`src/hdl/dps_defines.svh`:
```
/*
  Constants for the semaphore flag port controller.
  Assumes it is included by bare name from files under hdl/.
*/
`ifndef DPS_DEFINES_SVH
`define DPS_DEFINES_SVH
`define DPS_FLAG_COUNT 4'h8
`define DPS_IDX_W 3
`define DPS_DATA_W 8
`define DPS_ADDR_W 16
`define DPS_LAST_IDX 3'h7
`define DPS_PHASE_CYC 2'h2
`define DPS_GAP_CYC 2'h1
`endif

```
`src/hdl/dps_pkg.sv`:
```
/*
  Types for the semaphore flag port controller.
  Assumes nothing beyond a SystemVerilog compiler.
*/
package dps_pkg;
  typedef enum logic [3:0] {
    DPS_IDLE = 4'b0001,
    DPS_DRIVE = 4'b0010,
    DPS_GAP = 4'b0100,
    DPS_DONE = 4'b1000
  } dps_state_type;
  typedef enum logic [1:0] {
    DPS_OP_READ = 2'h0,
    DPS_OP_REQUEST = 2'h1,
    DPS_OP_RELEASE = 2'h2,
    DPS_OP_INIT = 2'h3
  } dps_op_type;
endpackage

```
`src/hdl/dps_host.sv`:
```
/*
  One-port controller for the semaphore flags of a dual-port memory.
  It runs read, request, release and start-up commands one at a time,
  and reports each end with a one-cycle response pulse.
  Assumes the device pins are wired to this module's pin ports and that
  the board resolves the data bus from the output enable.
  Assumes the command side runs on the same clock, while the data pins
  are asynchronous and pass through a two-stage synchroniser.
*/
`timescale 1ns/100ps
`default_nettype none
`include "dps_defines.svh"
module dps_host (
  input wire logic MCLK,
  input wire logic RESETN,
  input wire logic CMD_VALID,
  output logic CMD_READY,
  input wire dps_pkg::dps_op_type CMD_OP,
  input wire logic [`DPS_IDX_W-1:0] CMD_INDEX,
  output logic RSP_VALID,
  output logic RSP_OWNED,
  output logic [`DPS_DATA_W-1:0] RSP_DATA,
  output logic FLAG_SPACE_SELECT_N,
  output logic CE_N,
  output logic RW_N,
  output logic OE_N,
  output logic [`DPS_ADDR_W-1:0] ADDR,
  output logic [`DPS_DATA_W-1:0] DATA_OUT,
  output logic DATA_OE,
  input wire logic [`DPS_DATA_W-1:0] DATA_IN
);
  import dps_pkg::*;

  dps_state_type state_ff;
  dps_state_type nxt_state;
  dps_op_type op_ff;
  dps_op_type nxt_op;
  logic [`DPS_IDX_W-1:0] idx_ff;
  logic [`DPS_IDX_W-1:0] nxt_idx;
  logic [1:0] cnt_ff;
  logic [1:0] nxt_cnt;
  logic rd_ff;
  logic nxt_rd;
  logic sel_n_ff;
  logic nxt_sel_n;
  logic rw_n_ff;
  logic nxt_rw_n;
  logic oe_n_ff;
  logic nxt_oe_n;
  logic dq_oe_ff;
  logic nxt_dq_oe;
  logic bit0_ff;
  logic nxt_bit0;
  logic rsp_v_ff;
  logic nxt_rsp_v;
  logic owned_ff;
  logic nxt_owned;
  logic [`DPS_DATA_W-1:0] rdata_ff;
  logic [`DPS_DATA_W-1:0] nxt_rdata;
  logic [`DPS_DATA_W-1:0] din_s;

  // Picks the value written on data bit zero for a write operation.
  // Only a request writes a zero; release and start-up write a one.
  function automatic logic op_bit(input dps_op_type op);
    op_bit = (op != DPS_OP_REQUEST);
  endfunction

  // Data pins come from another domain and are synchronised first.
  // The two stages cost two cycles, so a read is sampled late in its phase.
  dps_sync2 #(.WIDTH(`DPS_DATA_W)) u_sync (
    .clk(MCLK),
    .rst_n(RESETN),
    .din(DATA_IN),
    .dout(din_s)
  );

  // Sequencer: each access drives select for three cycles, then holds it
  // high for a gap before the next access or the response.
  // A read takes the command, drives three cycles, waits out the gap and
  // pulses the response seven cycles after the take.
  // A request runs a write phase and a read-back phase back to back.
  // Start-up runs eight write phases, one for each flag index.
  // The read data is taken from the synchroniser as select drops, which
  // holds the pin value seen early in the phase.
  always_comb begin
    nxt_state = state_ff;
    nxt_op = op_ff;
    nxt_idx = idx_ff;
    nxt_cnt = cnt_ff;
    nxt_rd = rd_ff;
    nxt_sel_n = sel_n_ff;
    nxt_rw_n = rw_n_ff;
    nxt_oe_n = oe_n_ff;
    nxt_dq_oe = dq_oe_ff;
    nxt_bit0 = bit0_ff;
    nxt_rsp_v = 1'b0;
    nxt_owned = owned_ff;
    nxt_rdata = rdata_ff;
    case (state_ff)
      // Waits for a command and starts its first phase.
      DPS_IDLE: begin
        if (CMD_VALID) begin
          nxt_op = CMD_OP;
          nxt_idx = (CMD_OP == DPS_OP_INIT) ? '0 : CMD_INDEX;
          // A request writes first and reads back afterwards.
          nxt_rd = (CMD_OP == DPS_OP_READ);
          nxt_bit0 = op_bit(CMD_OP);
          nxt_sel_n = 1'b0;
          nxt_rw_n = (CMD_OP == DPS_OP_READ);
          nxt_oe_n = (CMD_OP != DPS_OP_READ);
          nxt_dq_oe = (CMD_OP != DPS_OP_READ);
          nxt_cnt = `DPS_PHASE_CYC;
          nxt_state = DPS_DRIVE;
        end
      end
      // Holds the pins of one access until its count runs out.
      DPS_DRIVE: begin
        if (cnt_ff != 2'h0) begin
          nxt_cnt = cnt_ff - 2'h1;
        end else begin
          if (rd_ff) begin
            // Any set bit means the flag reads one, so the token is not ours.
            nxt_rdata = din_s;
            nxt_owned = ~|din_s;
          end
          // Select drops so the next read latches a fresh value.
          nxt_sel_n = 1'b1;
          nxt_rw_n = 1'b1;
          nxt_oe_n = 1'b1;
          nxt_dq_oe = 1'b0;
          nxt_cnt = `DPS_GAP_CYC;
          nxt_state = DPS_GAP;
        end
      end
      // Keeps select high, then chooses the next phase or the end.
      DPS_GAP: begin
        if (cnt_ff != 2'h0) begin
          nxt_cnt = cnt_ff - 2'h1;
        end else if (op_ff == DPS_OP_REQUEST && !rd_ff) begin
          // Read back the flag just requested; the result stays visible.
          nxt_rd = 1'b1;
          nxt_sel_n = 1'b0;
          nxt_oe_n = 1'b0;
          nxt_cnt = `DPS_PHASE_CYC;
          nxt_state = DPS_DRIVE;
        end else if (op_ff == DPS_OP_INIT && idx_ff != `DPS_LAST_IDX) begin
          // Start-up frees every flag in turn.
          nxt_idx = idx_ff + 3'h1;
          nxt_sel_n = 1'b0;
          nxt_rw_n = 1'b0;
          nxt_dq_oe = 1'b1;
          nxt_cnt = `DPS_PHASE_CYC;
          nxt_state = DPS_DRIVE;
        end else begin
          if (op_ff != DPS_OP_READ && op_ff != DPS_OP_REQUEST) begin
            nxt_owned = 1'b0;
          end
          nxt_state = DPS_DONE;
        end
      end
      // Pulses the response; ready rises in the same cycle.
      DPS_DONE: begin
        nxt_rsp_v = 1'b1;
        nxt_state = DPS_IDLE;
      end
      // An illegal state code returns to idle.
      default: begin
        nxt_state = DPS_IDLE;
      end
    endcase
  end

  // Registers only; every pin idles inactive after reset.
  // The reset is synchronous, so the pins settle at the first edge that samples it low.
  always_ff @(posedge MCLK) begin
    if (!RESETN) begin
      state_ff <= DPS_IDLE;
      op_ff <= DPS_OP_READ;
      idx_ff <= '0;
      cnt_ff <= 2'h0;
      rd_ff <= 1'b0;
      sel_n_ff <= 1'b1;
      rw_n_ff <= 1'b1;
      oe_n_ff <= 1'b1;
      dq_oe_ff <= 1'b0;
      bit0_ff <= 1'b1;
      rsp_v_ff <= 1'b0;
      owned_ff <= 1'b0;
      rdata_ff <= '0;
    end else begin
      state_ff <= nxt_state;
      op_ff <= nxt_op;
      idx_ff <= nxt_idx;
      cnt_ff <= nxt_cnt;
      rd_ff <= nxt_rd;
      sel_n_ff <= nxt_sel_n;
      rw_n_ff <= nxt_rw_n;
      oe_n_ff <= nxt_oe_n;
      dq_oe_ff <= nxt_dq_oe;
      bit0_ff <= nxt_bit0;
      rsp_v_ff <= nxt_rsp_v;
      owned_ff <= nxt_owned;
      rdata_ff <= nxt_rdata;
    end
  end

  // Pin drive: memory enable held high, flag index on the low address bits.
  // Upper address bits and upper data bits are fixed, since the device
  // ignores them during flag accesses.
  assign CE_N = 1'b1;
  assign FLAG_SPACE_SELECT_N = sel_n_ff;
  assign RW_N = rw_n_ff;
  assign OE_N = oe_n_ff;
  assign ADDR = {{(`DPS_ADDR_W-`DPS_IDX_W){1'b0}}, idx_ff};
  assign DATA_OUT = {{(`DPS_DATA_W-1){1'b1}}, bit0_ff};
  assign DATA_OE = dq_oe_ff;
  assign CMD_READY = (state_ff == DPS_IDLE);
  assign RSP_VALID = rsp_v_ff;
  assign RSP_OWNED = owned_ff;
  assign RSP_DATA = rdata_ff;
endmodule
`default_nettype wire

```
`src/hdl/dps_sync2.sv`:
```
/*
  Two flip-flop synchroniser for a vector of pin inputs.
  Assumes one clock and a synchronous active low reset.
*/
`timescale 1ns/100ps
`default_nettype none
module dps_sync2 #(
  parameter int WIDTH = 8
) (
  input wire logic clk,
  input wire logic rst_n,
  input wire logic [WIDTH-1:0] din,
  output logic [WIDTH-1:0] dout
);
  logic [WIDTH-1:0] meta_ff;
  logic [WIDTH-1:0] sync_ff;
  logic [WIDTH-1:0] nxt_meta;
  logic [WIDTH-1:0] nxt_sync;

  // The first stage feeds only the second stage.
  always_comb begin
    nxt_meta = din;
    nxt_sync = meta_ff;
  end

  // Both stages clear to zero at reset.
  always_ff @(posedge clk) begin
    if (!rst_n) begin
      meta_ff <= '0;
      sync_ff <= '0;
    end else begin
      meta_ff <= nxt_meta;
      sync_ff <= nxt_sync;
    end
  end

  assign dout = sync_ff;
endmodule
`default_nettype wire

```
`config.mk`:
```
export PLATFORM = sky130hd
export DESIGN_NAME = dps_host
export DESIGN_NICKNAME = d
export VERILOG_FILES = /design/src/hdl/dps_pkg.sv /design/src/hdl/dps_host.sv /design/src/hdl/dps_sync2.sv
export VERILOG_INCLUDE_DIRS = /design/src /design/src/hdl
export SDC_FILE = /design/constraint.sdc
export NUM_CORES = 1
export LEC_CHECK = 0
export BUFFER_PORTS_ARGS = -buffer_cell sky130_fd_sc_hd__buf_2
export CAP_MARGIN = 40
export CELL_PAD_IN_SITES_DETAIL_PLACEMENT = 1
export CELL_PAD_IN_SITES_GLOBAL_PLACEMENT = 1
export CORE_UTILIZATION = 39
export DETAILED_ROUTE_END_ITERATION = 6
export GPL_TIMING_DRIVEN = 1
export PLACE_DENSITY = 0.9
export SYNTH_ARGS = -nofsm -noshare
export SYNTH_HDL_FRONTEND = slang
export SYNTH_SLANG_ARGS = --single-unit
```
`constraint.sdc`:
```
create_clock -name MCLK -period 2.4 [get_ports MCLK]
set_clock_uncertainty 0.2 [all_clocks]
set_input_delay 0.12 -clock MCLK [delete_from_list [all_inputs] [get_ports MCLK]]
set_output_delay 0.12 -clock MCLK [all_outputs]
set_load 0.05 [all_outputs]
```
# Word-level counts from Yosys, hierarchy flattened
# Cells that the tools add are included.
op_classes:
  n_mux: 48
  n_eq_ne: 21
  bitwise: 1
  n_addsub: 2
  reduce_logical: 23
op_table:
  columns: ["cell", "n"]
  rows:
  - ["$mux 1", 24]
  - ["$mux 4", 5]
  - ["$ne 2x2->1 const B", 9]
  - ["$mux 3", 5]
  - ["$reduce_and 5->1", 3]
  - ["$pmux 1 s3", 4]
  - ["$pmux 4 s3", 1]
  - ["$mux 2", 5]
  - ["$reduce_bool 2->1", 5]
  - ["$reduce_and 3->1", 3]
  - ["$reduce_or 8->1", 1]
  - ["$reduce_and 7->1", 1]
  - ["$ne 3x3->1 const B", 2]
  - ["$pmux 2 s3", 1]
  - ["$pmux 3 s2", 1]
  - ["$reduce_and 6->1", 1]
  - ["$eq 2x2->1 const B", 2]
  - ["$eq 4x1->1 const B", 1]
  - ["$eq 4x2->1 const B", 1]
  - ["$eq 4x3->1 const B", 1]
  - ["$eq 4x4->1 const B", 1]
  - ["$ne 2x1->1 const B", 2]
  - ["$ne 4x4->1 const B", 1]
  - ["$pmux 1 s2", 2]
  - ["other kinds (10)", 13]
totals:
  inputBits: 16
  register_bits: 43

# Longest topological paths before layout
# Gate-level depths: netlist of run 1.
depth:
  word_depth: 7
  depth_mapped: 7

# Hierarchy
# From an unflattened synthesis of run 1, not the netlist that was laid out.
hier_totals:
  hier_cells: 217
  area_unflattened_um2: 2049.5
modules_own_cells:
  columns: ["module", "n_inst", "cells_per_inst", "seq_area_each_um2", "area_each_um2"]
  rows:
  - ["dps_host", 1, 184, 540.5, 1602.8]
  - ["dps_sync2", 1, 33, 320.3, 446.7]

# Worst setup path after synthesis of run 1
# Ideal clock, no wire load.
synth_path:
  path_type: "reg-to-reg"
  from: "register state_ff[3]"
  to: "register bit0_ff"
  t_required_ns: 2.067
  path_buffers: 1
  t_arrival_ns: 1.961
  path_stages_with_launch: 7
  path_slack_ns: 0.106
  setup_ns: 0.133
  path_cell_list: "dfxtp_1 > buf_6 > or4b_2 > inv_1 > nand2_1 > nor3b_1 > o21ai_0"
synth_between:
  elab_chain_cells: 2
synth_lines:
  columns: ["element", "line", "text"]
  rows:
  - ["start: declaration", "dps_host.sv:34", "dps_state_type state_ff;"]
  - ["start signal: assignment", "dps_host.sv:191", "state_ff <= nxt_state;"]
  - ["$eq 4x1->1", null, null]
  - ["net CMD_READY", "dps_host.sv:17", "output logic CMD_READY,"]
  - ["$reduce_and 2->1 (no source line)", null, null]
  - ["end signal: assignment", "dps_host.sv:200", "bit0_ff <= nxt_bit0;"]
  - ["end: declaration", "dps_host.sv:52", "logic bit0_ff;"]
# The timed path passes the listed nets, and every way through them passes these cells.
# A chain may end at the register's enable or synchronous reset.

# Worst setup path after layout of run 1
layout_path:
  from: "register state_ff[1]"
  to: "output port CMD_READY"
layout_between:
  elab_chain_cells: 1
layout_lines:
  columns: ["element", "line", "text"]
  rows:
  - ["$eq 4x1->1", "dps_host.sv:217", "assign CMD_READY = (state_ff == DPS_IDLE);"]
  - ["end: declaration", "dps_host.sv:17", null]
# No other way between the ends.

==> results of run 1 <==
-- critical path, cell delays in order (launching register included) --
cell	delay (ns)
dfxtp_1	0.45
or4b_2	0.77
inv_1	0.18
buf_2	0.29
-- flip-flops by register name, summed over array words and instances, names as in the netlist --
signal	count
FLAG_SPACE_SELECT_N	1
OE_N	1
state_ff	4
RSP_VALID	1
cnt_ff	2
u_sync.dout	8
RW_N	1
idx_ff	3
RSP_DATA	8
DATA_OE	1
RSP_OWNED	1
bit0_ff	1
u_sync.meta_ff	8
rd_ff	1
op_ff	2
-- layout by cell type (no fill, tap or decap), drive strengths merged, types with 2 or more instances in the layout --
cell type / Yosys / layout
a21o: 2 / 2
nand2: 14 / 14
clkbuf: 5 / 6
o21ai: 7 / 7
or4b: 2 / 2
inv: 7 / 7
a21oi: 8 / 8
nor2b: 9 / 9
clkinv: 1 / 2
nor2: 8 / 8
nor4: 3 / 3
dlygate4sd3: 0 / 14
a311oi: 4 / 4
mux2i: 12 / 12
nor3: 3 / 3
nor4b: 2 / 2
conb: 2 / 21
nand3: 7 / 7
o211a: 2 / 2
ha: 5 / 5
nor3b: 2 / 2
and2: 17 / 17
nor4bb: 3 / 3
buf: 28 / 43
dfxtp: 43 / 43
nand2b: 4 / 4
-- stage by stage --
step | worst slack [ns] | total power, mW | hold slack, ns | util, %
3_5_place_dp | 0.2167 | 1.532 | 0.1309 | 43.86
5_1_grt | 0.01103 | 2.107 | 0.02419 | 48.30
4_1_cts | 0.1071 | 2.006 | 0.03301 | 48.30
2_1_floorplan | 0.1065 | 1.401 | 0.04171 | -
6_report | 0.07621 | 2.014 | 0.01974 | 48.30
3_3_place_gp | 0.3525 | 1.510 | 0.1253 | 43.86
-- how the worst max path moves through the flow --
stage | slack [ns] | end
after floorplan | 0.11 | bit0_ff
after global placement | 0.35 | bit0_ff
after detailed placement | 0.22 | idx_ff[0]
after CTS | 0.11 | CMD_READY
after global routing | 0.01 | CMD_READY
final | 0.08 | CMD_READY
-- timing repair --
action                                  CTS  global route
endpoints found under the setup margin    0             0
hold buffers                             14             0
endpoints found under the hold margin    14             0
-- cell families (layout without fill, tap and decap cells) --
group	Yosys count	in the layout
fa+ha+maj	5	5
flops	43	43
compound gates	34	34
other cells	2	21
simple gates	79	79
mux	13	13
buf+inv	41	73
-- per-layer routing --
metal | vias up | global-route usage [%] | wire length, um
li1 | 804 | - | -
met2 | 41 | 33.23 | 2607
met4 | 0 | 9.015 | 81
met1 | 820 | 22.76 | 2269
met3 | 9 | 5.691 | 235
met5 | - | 0 | 0
-- area by class of cell --
cell class | instances | share of cell area [%]
sequential | 43 | 35.12
multi-input combinational | 152 | 41.19
inverter | 8 | 1.225
timing repair buffer | 57 | 15.42
clock buffer | 6 | 2.961
clock inverter | 2 | 0.5105
tap | 70 | 3.573
-- power groups by stage --
stage / combinational [mW] / sequential, mW / clock (mW)
6_report: 0.694 / 0.860 / 0.459
5_1_grt: 0.734 / 0.870 / 0.503
4_1_cts: 0.685 / 0.857 / 0.465
3_5_place_dp: 0.661 / 0.871 / 0
3_3_place_gp: 0.643 / 0.867 / 0
2_1_floorplan: 0.460 / 0.941 / 0
==> metrics.md, run 1 <==
| Metric | Value |
|---|---|
| Most frequent cell after synthesis | `dfxtp_1` |
| Finished Layout Cells | `338` |
| Worst Setup End Kind | `output pin` |
| Num rows | `26` |
| Sequential cell area | `860.8 sq um` |
| Crit path kind | `reg2out` |
| Hold path endpoint | `op_ff[0]` |
| Placed inst area | `2226 sq um` |
| Initial antenna violation count | `0` |
| Via count | `1674` |
| DRC | `0` |
| Synthesized area | `2054 sq um` |
| Pin count of the biggest net entering global routing | `37` |
| First-pass GRT wire length | `7.983 mm` |
| Syn Area/Cell | `9.468 sq um` |
| Cts repair resizes | `0` |
| Setup TNS | `0 ns` |
| H-tree Lvls | `2` |
| Sequential share of power | `42.7%` |
| Unrepaired setup endpoints after global routing | `false` |
| Yosys warnings | `0` |
| Main synth FF type | `dfxtp_1` |
| Max Cap Violations | `0` |
| Final setup fails | `0` |
| Clock transition at path regs | `0.08 ns` |
| DP Wirelength | `3.302 mm` |
| Worst min-delay path category | `in2reg` |
| Total GRT Usage | `19.59%` |
| Distinct cell type count after synthesis | `46` |
| Final worst path period share | `96.82%` |
| DRT antenna net count | `0` |
| Global route overflow | `0` |
| Crit. Startpoint | `state_ff[1]` |
| Core area | `5075 sq um` |
| Largest family of logic cells by synthesized area | `simple AND/OR/NAND/NOR gates` |
| EDFF count, synth | `0` |
| Die height | `74.58 um` |
| CP startpoint kind | `flop` |
| CTS Buffer Depth | `2` |
| Internal Power | `1.221 mW` |
| Worst Path Required | `2.08 ns` |
| GP Congestion | `0.8115` |
| Final Instance Area | `2451 sq um` |
| Clk pwr share | `22.8%` |
| Final #Nets | `288` |
| CTS Root Cell | `clkbuf_8` |
| Post-synth ARST share | `0%` |
| WL/cell | `15.36 um` |
| Sequential area share after synthesis | `41.90%` |
| Yosys top cell by area | `dfxtp_1` |
| CTS tree | `built` |
| Flops & latches, synth | `43` |
| Share of layout cells above drive strength 1 | `21.64%` |
| Hold wc startpoint | `RESETN` |
| Area of the multi-input gates | `1010 sq um` |
| P_sw | `0.7926 mW` |
| DR pass1 iterations | `4` |
| Worst path arrival time | `2.00 ns` |
| FF-to-FF setup slack | `0.15 ns` |
| FF-to-FF Start | `state_ff[1]` |
| Min Tclk post-route | `2.324 ns` |
| Combinational Power Share | `34.5%` |
| Slew Viols, Final | `0` |
| Initial Util | `40.48%` |
| R2R Path End | `idx_ff[0]` |
| IO Count | `56` |
| R2R cell count | `4` |
| Post-Synth Adder-Cell Area | `3.045%` |
| Switching part of the total | `39.36%` |
| P per Cell Area | `821.5 nW/um^2` |
| Iter 0 DRT Violations | `82` |
| Vias in the first global route | `1619` |
| Clk sink count | `43` |
| Mux cell area share after synthesis | `6.395%` |
| Routed WL | `5.193 mm` |
| Gate Count Post-Synth | `217` |
| Crit-path max FO | `14` |
| Xor and xnor area share after synthesis | `0%` |
| P_leak | `1.118 nW` |
| Area grow syn2layout | `19.31%` |
| Max IR drop VDD | `0.5040 mV` |
| Compound-Gate Fraction of Synth Area | `12.85%` |
| Max frequency | `430.3 MHz` |
| ANT cells | `0` |
| Die X | `74.58 um` |
| Final Hold Fails | `0` |
| Post-synthesis simple-gate area fraction | `23.02%` |
| Synth cell count leaders | `dfxtp_1, buf_4, and2_1, nand2_1, mux2i_1` |
| Hold depth | `3` |
| Top area cells in the synthesized netlist | `dfxtp_1, buf_4, mux2i_1` |
| Post-CTS setup buffers | `0` |
| Layout fillers | `625` |
| Run status | `complete, no violations` |
| Clk Latency, worst-skew pair | `0.31 ns` |
| Cells after DPL | `316` |
| Port Buffer Count | `34` |
| Vias per cell | `4.953` |
| Die area | `5562 sq um` |
| Yosys top cell area share | `41.90%` |
| Total CTS buffers | `5` |
No activity file was read; power rests on OpenSTA's default activity.
==> inputs of run 2 (changes only) <==
CORE_UTILIZATION = 35   (was 39)
PLACE_DENSITY = 0.83   (was 0.9)
==> metrics.md, run 2 (synthesis gave the netlist of run 1 again) <==
| Metric | Value |
|---|---|
| Num rows | `27 (was 26)` |
| Setup TNS | `0 ns (unchanged)` |
| H-tree Lvls | `2 (unchanged)` |
| Sequential cell area | `860.8 sq um (unchanged)` |
| Met1 Track Usage GR | `18.69% (was 22.76%)` |
| Final Hold Fails | `0 (unchanged)` |
| Final setup margin | `0.09394 ns (was 0.07621 ns)` |
| DP Wirelength | `3.258 mm (was 3.302 mm)` |
| Max frequency | `433.6 MHz (was 430.3 MHz)` |
| P_leak | `1.126 nW (was 1.118 nW)` |
| Max IR drop VDD | `0.4096 mV (was 0.5040 mV)` |
| Via count | `1615 (was 1674)` |
| Hold_buf cts | `14 (unchanged)` |
| Max stage delay on crit path | `0.80 ns (was 0.77 ns)` |
| Crit path kind | `reg2out (unchanged)` |
| CTS tree | `built (unchanged)` |
| Max Cap Violations | `0 (unchanged)` |
| GP Congestion | `0.8016 (was 0.8115)` |
| Die height | `78.62 um (was 74.58 um)` |
| Share of layout cells above drive strength 1 | `20.75% (was 21.64%)` |
| Cell chain of the critical path | `or4b_2, inv_1, buf_2 (unchanged)` |
| IO Count | `56 (unchanged)` |
| CTS Buffer Depth | `2 (unchanged)` |
| P per Cell Area | `879.5 nW/um^2 (was 821.5 nW/um^2)` |
| Post-CTS setup buffers | `0 (unchanged)` |
| Total CTS buffers | `5 (unchanged)` |
| Layout fillers | `657 (was 625)` |
| Clk sink count | `43 (unchanged)` |
| DRC | `0 (unchanged)` |
| GRT met2 Usage | `28.61% (was 33.23%)` |
| Placed inst area | `2206 sq um (was 2226 sq um)` |
| Clock transition at path regs | `0.08 ns (about the same)` |
| CTS Root Cell | `clkbuf_8 (unchanged)` |
| Initial Util | `36.86% (was 40.48%)` |
| Unrepaired setup endpoints after global routing | `false (unchanged)` |
| Vias per cell | `4.792 (was 4.953)` |
| Initial antenna violation count | `0 (unchanged)` |
| Global route overflow | `0 (unchanged)` |
| Relative slew slack | `59.88%` |
| Iter 0 DRT Violations | `52 (was 82)` |
| ANT cells | `0 (unchanged)` |
| Hold path endpoint | `op_ff[1] (was op_ff[0])` |
| Met3 usage | `3.140% (was 5.691%)` |
| Final worst path period share | `96.09% (was 96.82%)` |
| Worst Path Required | `2.08 ns (about the same)` |
| DRT antenna net count | `0 (unchanged)` |
| Routed WL | `4.766 mm (was 5.193 mm)` |
| Die area | `6180 sq um (was 5562 sq um)` |
| Final #Nets | `285 (was 288)` |
| Setup WS pre-CTS | `0.2259 ns (was 0.2167 ns)` |
| Clk Latency, worst-skew pair | `0.29 ns (was 0.31 ns)` |
| Hold wc startpoint | `RESETN (unchanged)` |
| FF-to-FF Start | `state_ff[2] (was state_ff[1])` |
| Total GRT Usage | `16.18% (was 19.59%)` |
| Min Tclk post-route | `2.306 ns (was 2.324 ns)` |
| Pin count of the biggest net entering global routing | `37 (unchanged)` |
| Core area | `5574 sq um (was 5075 sq um)` |
| R2R cell count | `4 (unchanged)` |
| Top Family by Delay on Critical Path | `simple AND/OR/NAND/NOR gates (unchanged)` |
| Area of the multi-input gates | `1010 sq um (unchanged)` |
| Critical-path top delay cell | `or4b_2 (unchanged)` |
| Crit path buf inv count | `2 (unchanged)` |
| GR peak layer | `met2 (unchanged)` |
| Port Buffer Count | `34 (unchanged)` |
| Vias in the first global route | `1614 (was 1619)` |
| WL/cell | `14.14 um (was 15.36 um)` |
| CP startpoint kind | `flop (unchanged)` |
| Worst Setup End Kind | `output pin (unchanged)` |
| R2R Path End | `idx_ff[0] (unchanged)` |
| Area grow syn2layout | `20.65% (was 19.31%)` |
| Final setup fails | `0 (unchanged)` |
| Most frequent cells in the layout | `dfxtp_1, buf_2, conb_1, and2_1 (unchanged)` |
| Crit-path max FO | `13 (was 14)` |
| First-pass GRT wire length | `7.665 mm (was 7.983 mm)` |
| Slew Viols, Final | `0 (unchanged)` |
| Worst min-delay path category | `in2reg (unchanged)` |
| FF-to-FF setup slack | `0.18 ns (was 0.15 ns)` |
| Commonest non-fill, non-tap cell in the layout | `dfxtp_1 (unchanged)` |
| Worst path arrival time | `1.99 ns (was 2.00 ns)` |
| Cts repair resizes | `0 (unchanged)` |
| DR pass1 iterations | `4 (unchanged)` |
| Die X | `78.62 um (was 74.58 um)` |
| Least-Margin Pin Slew | `0.6002 ns` |
| Hold depth | `3 (unchanged)` |
| Run status | `complete, no violations (unchanged)` |
| Final Instance Area | `2479 sq um (was 2451 sq um)` |
## run 2: changes by cell type in the layout (fill, tap and decap cells not counted), sizes merged
cell and delta:
clkinv -1, bufinv +2, buf -3, clkinvlp -1
## run 2: worst max path at each step
stage,from,end,depth (start not counted)
after floorplan,state_ff[3],bit0_ff,6
after global placement,state_ff[2],idx_ff[0],4
after detailed placement,state_ff[2],idx_ff[0],4
after CTS,state_ff[2],CMD_READY,3
after global routing,state_ff[2],CMD_READY,3
final,state_ff[2],CMD_READY,3
## run 2: per-layer routing
metal | vias to the layer above | share of wire [%]
met4 | 0 | 2.7
li1 | 804 | -
met1 | 759 | 43
met5 | - | 0
met3 | 9 | 4.0
met2 | 43 | 50
## run 2: worst min-delay path: stages
cell and delay [ns]:
buf_2 0.11, clkinv_1 0.18, a21oi_1 0.06
## run 2: final cells by class
type / count / share of cell area (%)
inverters: 8 / 1.212
well taps: 72 / 3.635
clock buffers: 6 / 2.928
multi-input cells: 152 / 40.74
repair buffers: 54 / 14.34
flip-flops and latches: 43 / 34.73
clock inverters: 2 / 2.423
## run 2: per-stage QoR
| stage | util [%] | hold slack (ns) | std cells | total power [mW] |
|---|---|---|---|---|
| after floorplan | - | 0.04171 | 236 | 1.401 |
| after global placement | 39.57 | 0.1270 | 315 | 1.497 |
| after CTS | 44.47 | 0.01966 | 337 | 2.195 |
| final | 44.47 | 0.01950 | 337 | 2.180 |
| after global routing | 44.47 | 0.04746 | 337 | 2.284 |
| after detailed placement | 39.57 | 0.1331 | 315 | 1.519 |
## run 2: report_power, final
group / internal [mW] / total (mW) / switching, mW
registers: 0.785 / 0.864 / 0.0787
logic: 0.223 / 0.659 / 0.436
clock network: 0.416 / 0.657 / 0.242
==> inputs of run 3 (changes only) <==
ABC_AREA = 1   (was not set)
PLACE_DENSITY = 0.87   (was 0.83)
==> metrics.md, run 3 <==
| Metric | Value |
|---|---|
| Flops & latches, synth | `43 (unchanged)` |
| Die X | `77.96 um (was 78.62 um)` |
| ANT cells | `0 (unchanged)` |
| Yosys warnings | `0 (unchanged)` |
| CTS Buffer Depth | `2 (unchanged)` |
| Pin count of the biggest net entering global routing | `29 (was 37)` |
| P_leak | `1.251 nW (was 1.126 nW)` |
| DRC | `0 (unchanged)` |
| Yosys top cell area share | `42.63% (was 41.90%)` |
| Port Buffer Count | `34 (unchanged)` |
| Synthesized area | `2019 sq um (was 2054 sq um)` |
| Crit path kind | `reg2reg (was reg2out)` |
| Clk sink count | `43 (unchanged)` |
| Global route overflow | `0 (unchanged)` |
| Iter 0 DRT Violations | `51 (was 52)` |
| Total CTS buffers | `5 (unchanged)` |
| Synth cell count leaders | `nand2_1, dfxtp_1, inv_1, nor2_1, buf_4 (was dfxtp_1, buf_4, and2_1, nand2_1, mux2i_1)` |
| DP Wirelength | `3.275 mm (was 3.258 mm)` |
| Syn Area/Cell | `7.187 sq um (was 9.468 sq um)` |
| Run status | `complete, no violations (unchanged)` |
| Top area cells in the synthesized netlist | `dfxtp_1, nand2_1, buf_4 (was dfxtp_1, buf_4, mux2i_1)` |
| IO Count | `56 (unchanged)` |
| Yosys top cell by area | `dfxtp_1 (unchanged)` |
| P per Cell Area | `871.4 nW/um^2 (was 879.5 nW/um^2)` |
| CTS Root Cell | `clkbuf_8 (unchanged)` |
| EDFF count, synth | `0 (unchanged)` |
| Final Hold Fails | `0 (unchanged)` |
| Share of layout cells above drive strength 1 | `17.79% (was 20.75%)` |
| Main synth FF type | `dfxtp_1 (unchanged)` |
| Final setup fails | `0 (unchanged)` |
| CP startpoint kind | `flop (unchanged)` |
| Crit-path max FO | `4 (was 13)` |
| First-pass GRT wire length | `7.769 mm (was 7.665 mm)` |
| WL/cell | `11.69 um (was 14.14 um)` |
| Clk Latency, worst-skew pair | `0.30 ns (was 0.29 ns)` |
| Min Tclk post-route | `1.882 ns (was 2.306 ns)` |
| Slew Viols, Final | `0 (unchanged)` |
| Final #Nets | `346 (was 285)` |
| Via count | `1761 (was 1615)` |
| Hold slack final | `0.01777 ns (was 0.01950 ns)` |
| CTS tree | `built (unchanged)` |
| Die height | `77.96 um (was 78.62 um)` |
| Worst path arrival time | `1.88 ns (was 1.99 ns)` |
| Core area | `5540 sq um (was 5574 sq um)` |
| Setup TNS | `0 ns (unchanged)` |
| Gate Count Post-Synth | `281 (was 217)` |
| Total GRT Usage | `16.67% (was 16.18%)` |
| Unrepaired setup endpoints after global routing | `false (unchanged)` |
| Sequential area share after synthesis | `42.63% (was 41.90%)` |
| Vias in the first global route | `1663 (was 1614)` |
| Num rows | `27 (unchanged)` |
| Max Cap Violations | `0 (unchanged)` |
| Post-CTS setup buffers | `0 (unchanged)` |
| Vias per cell | `4.425 (was 4.792)` |
| Routed WL | `4.652 mm (was 4.766 mm)` |
| Worst min-delay path category | `in2reg (unchanged)` |
| Initial Util | `36.45% (was 36.86%)` |
| Max IR drop VDD | `0.4794 mV (was 0.4096 mV)` |
| Critical-path top delay cell | `dfxtp_1 (was or4b_2)` |
| Max stage delay on crit path | `0.35 ns (was 0.80 ns)` |
| Clock transition at path regs | `0.08 ns (about the same)` |
| Worst Path Required | `2.40 ns (was 2.08 ns)` |
| Distinct cell type count after synthesis | `23 (was 46)` |
| Die area | `6078 sq um (was 6180 sq um)` |
| Most frequent cells in the layout | `nand2_1, dfxtp_1, inv_1, buf_2, nor2_1 (was dfxtp_1, buf_2, conb_1, and2_1)` |
| Cell chain of the critical path | `ha_1, ha_1, inv_1, nand3_1, nand2_1, inv_1, nand2_1, nand3_1, nor2_1, nor2_1 (was or4b_2, inv_1, buf_2)` |
| Post-synth ARST share | `0% (unchanged)` |
| DRT antenna net count | `0 (unchanged)` |
| GP Congestion | `0.7890 (was 0.8016)` |
| Max frequency | `531.3 MHz (was 433.6 MHz)` |
| Initial antenna violation count | `0 (unchanged)` |
| DR pass1 iterations | `4 (unchanged)` |
| Commonest non-fill, non-tap cell in the layout | `nand2_1 (was dfxtp_1)` |
| Area grow syn2layout | `16.60% (was 20.65%)` |
| H-tree Lvls | `2 (unchanged)` |
| Most frequent cell after synthesis | `nand2_1 (was dfxtp_1)` |
| Final worst path period share | `78.43% (was 96.09%)` |
| Worst Setup End Kind | `flop (was output pin)` |
run 3: cell count changes after synthesis, moves of 6 or more:
cell,change
o21ai_0,+7
mux2i_1,-12
nor2b_1,-9
inv_1,+31
a21oi_1,+7
nand3_1,+10
nand2_1,+47
o21ai_1,+6
and2_1,-17
nor2_1,+23
inv_2,+6
run 3: path summary, 6_finish.rpt:
path                         end  slack, ns  cells past startpoint               from
setup / recovery       cnt_ff[1]       0.52                     10          idx_ff[0]
hold / removal         idx_ff[2]       0.02                      5       CMD_INDEX[2]
setup reg to reg       cnt_ff[1]       0.52                     10          idx_ff[0]
hold reg to reg   u_sync.dout[5]       0.22                      2  u_sync.meta_ff[5]
run 3: cell families (layout without fill, tap and decap cells):
| group | count (synthesis) | in the layout | synth area share, % |
|---|---|---|---|
| adders and majority gates | 5 | 5 | 3.098 |
| and+or+nand+nor | 121 | 121 | 26.21 |
| buffers and inverters | 72 | 98 | 18.03 |
| other | 2 | 21 | 0.3719 |
| AOI/OAI and AO/OA | 38 | 38 | 9.666 |
| DFF | 43 | 43 | 42.63 |
run 3: cell type report:
| class | count | area [sq um] |
|---|---|---|
| multi-input combinational | 185 | 865.8 |
| inverter | 44 | 165.2 |
| timing repair buffer | 46 | 287.8 |
| clock inverter | 2 | 12.51 |
| sequential | 43 | 860.8 |
| tap | 72 | 90.09 |
| fill | 739 | 3186 |
| clock buffer | 6 | 72.57 |
run 3: metal layers:
layer,share of wire [%],routed length (um),global-route usage (%)
met1,44,2065,19.52
met2,50,2334,29.29
met3,3.8,177,3.765
met4,1.6,74,6.667
met5,0,0,0
run 3: power breakdown:
group | switching [mW] | internal [mW] | total [mW]
logic | 0.549 | 0.184 | 0.733
clock network | 0.253 | 0.204 | 0.457
registers | 0.0622 | 0.800 | 0.862
total | 0.865 | 1.19 | 2.05
run 3: critical path, delay by kind of cell (launching register included):
kind,cells,cell delay (ns)
flip-flops,1,0.35
adder cells (fa/ha/maj),2,0.41
buffers and inverters,2,0.12
AND/OR/NAND/NOR,6,0.70
run 3: stage by stage:
step / power [mW] / setup WS (ns) / std cells / instance area (sq um) / utilization (%)
after floorplan: 1.466 / 0.5226 / 300 / 2091 / -
after global placement: 1.570 / 0.5602 / 379 / 2160 / 38.98
after detailed placement: 1.593 / 0.5120 / 379 / 2160 / 38.98
after CTS: 2.066 / 0.5007 / 398 / 2355 / 42.50
after global routing: 2.175 / 0.3122 / 398 / 2355 / 42.50
final: 2.052 / 0.5177 / 398 / 2355 / 42.50
run 3: timing repair:
item,CTS,global route
setup endpoints to repair,0,0
resized for setup,0,0
hold buffers,11,0
hold endpoints to repair,12,0
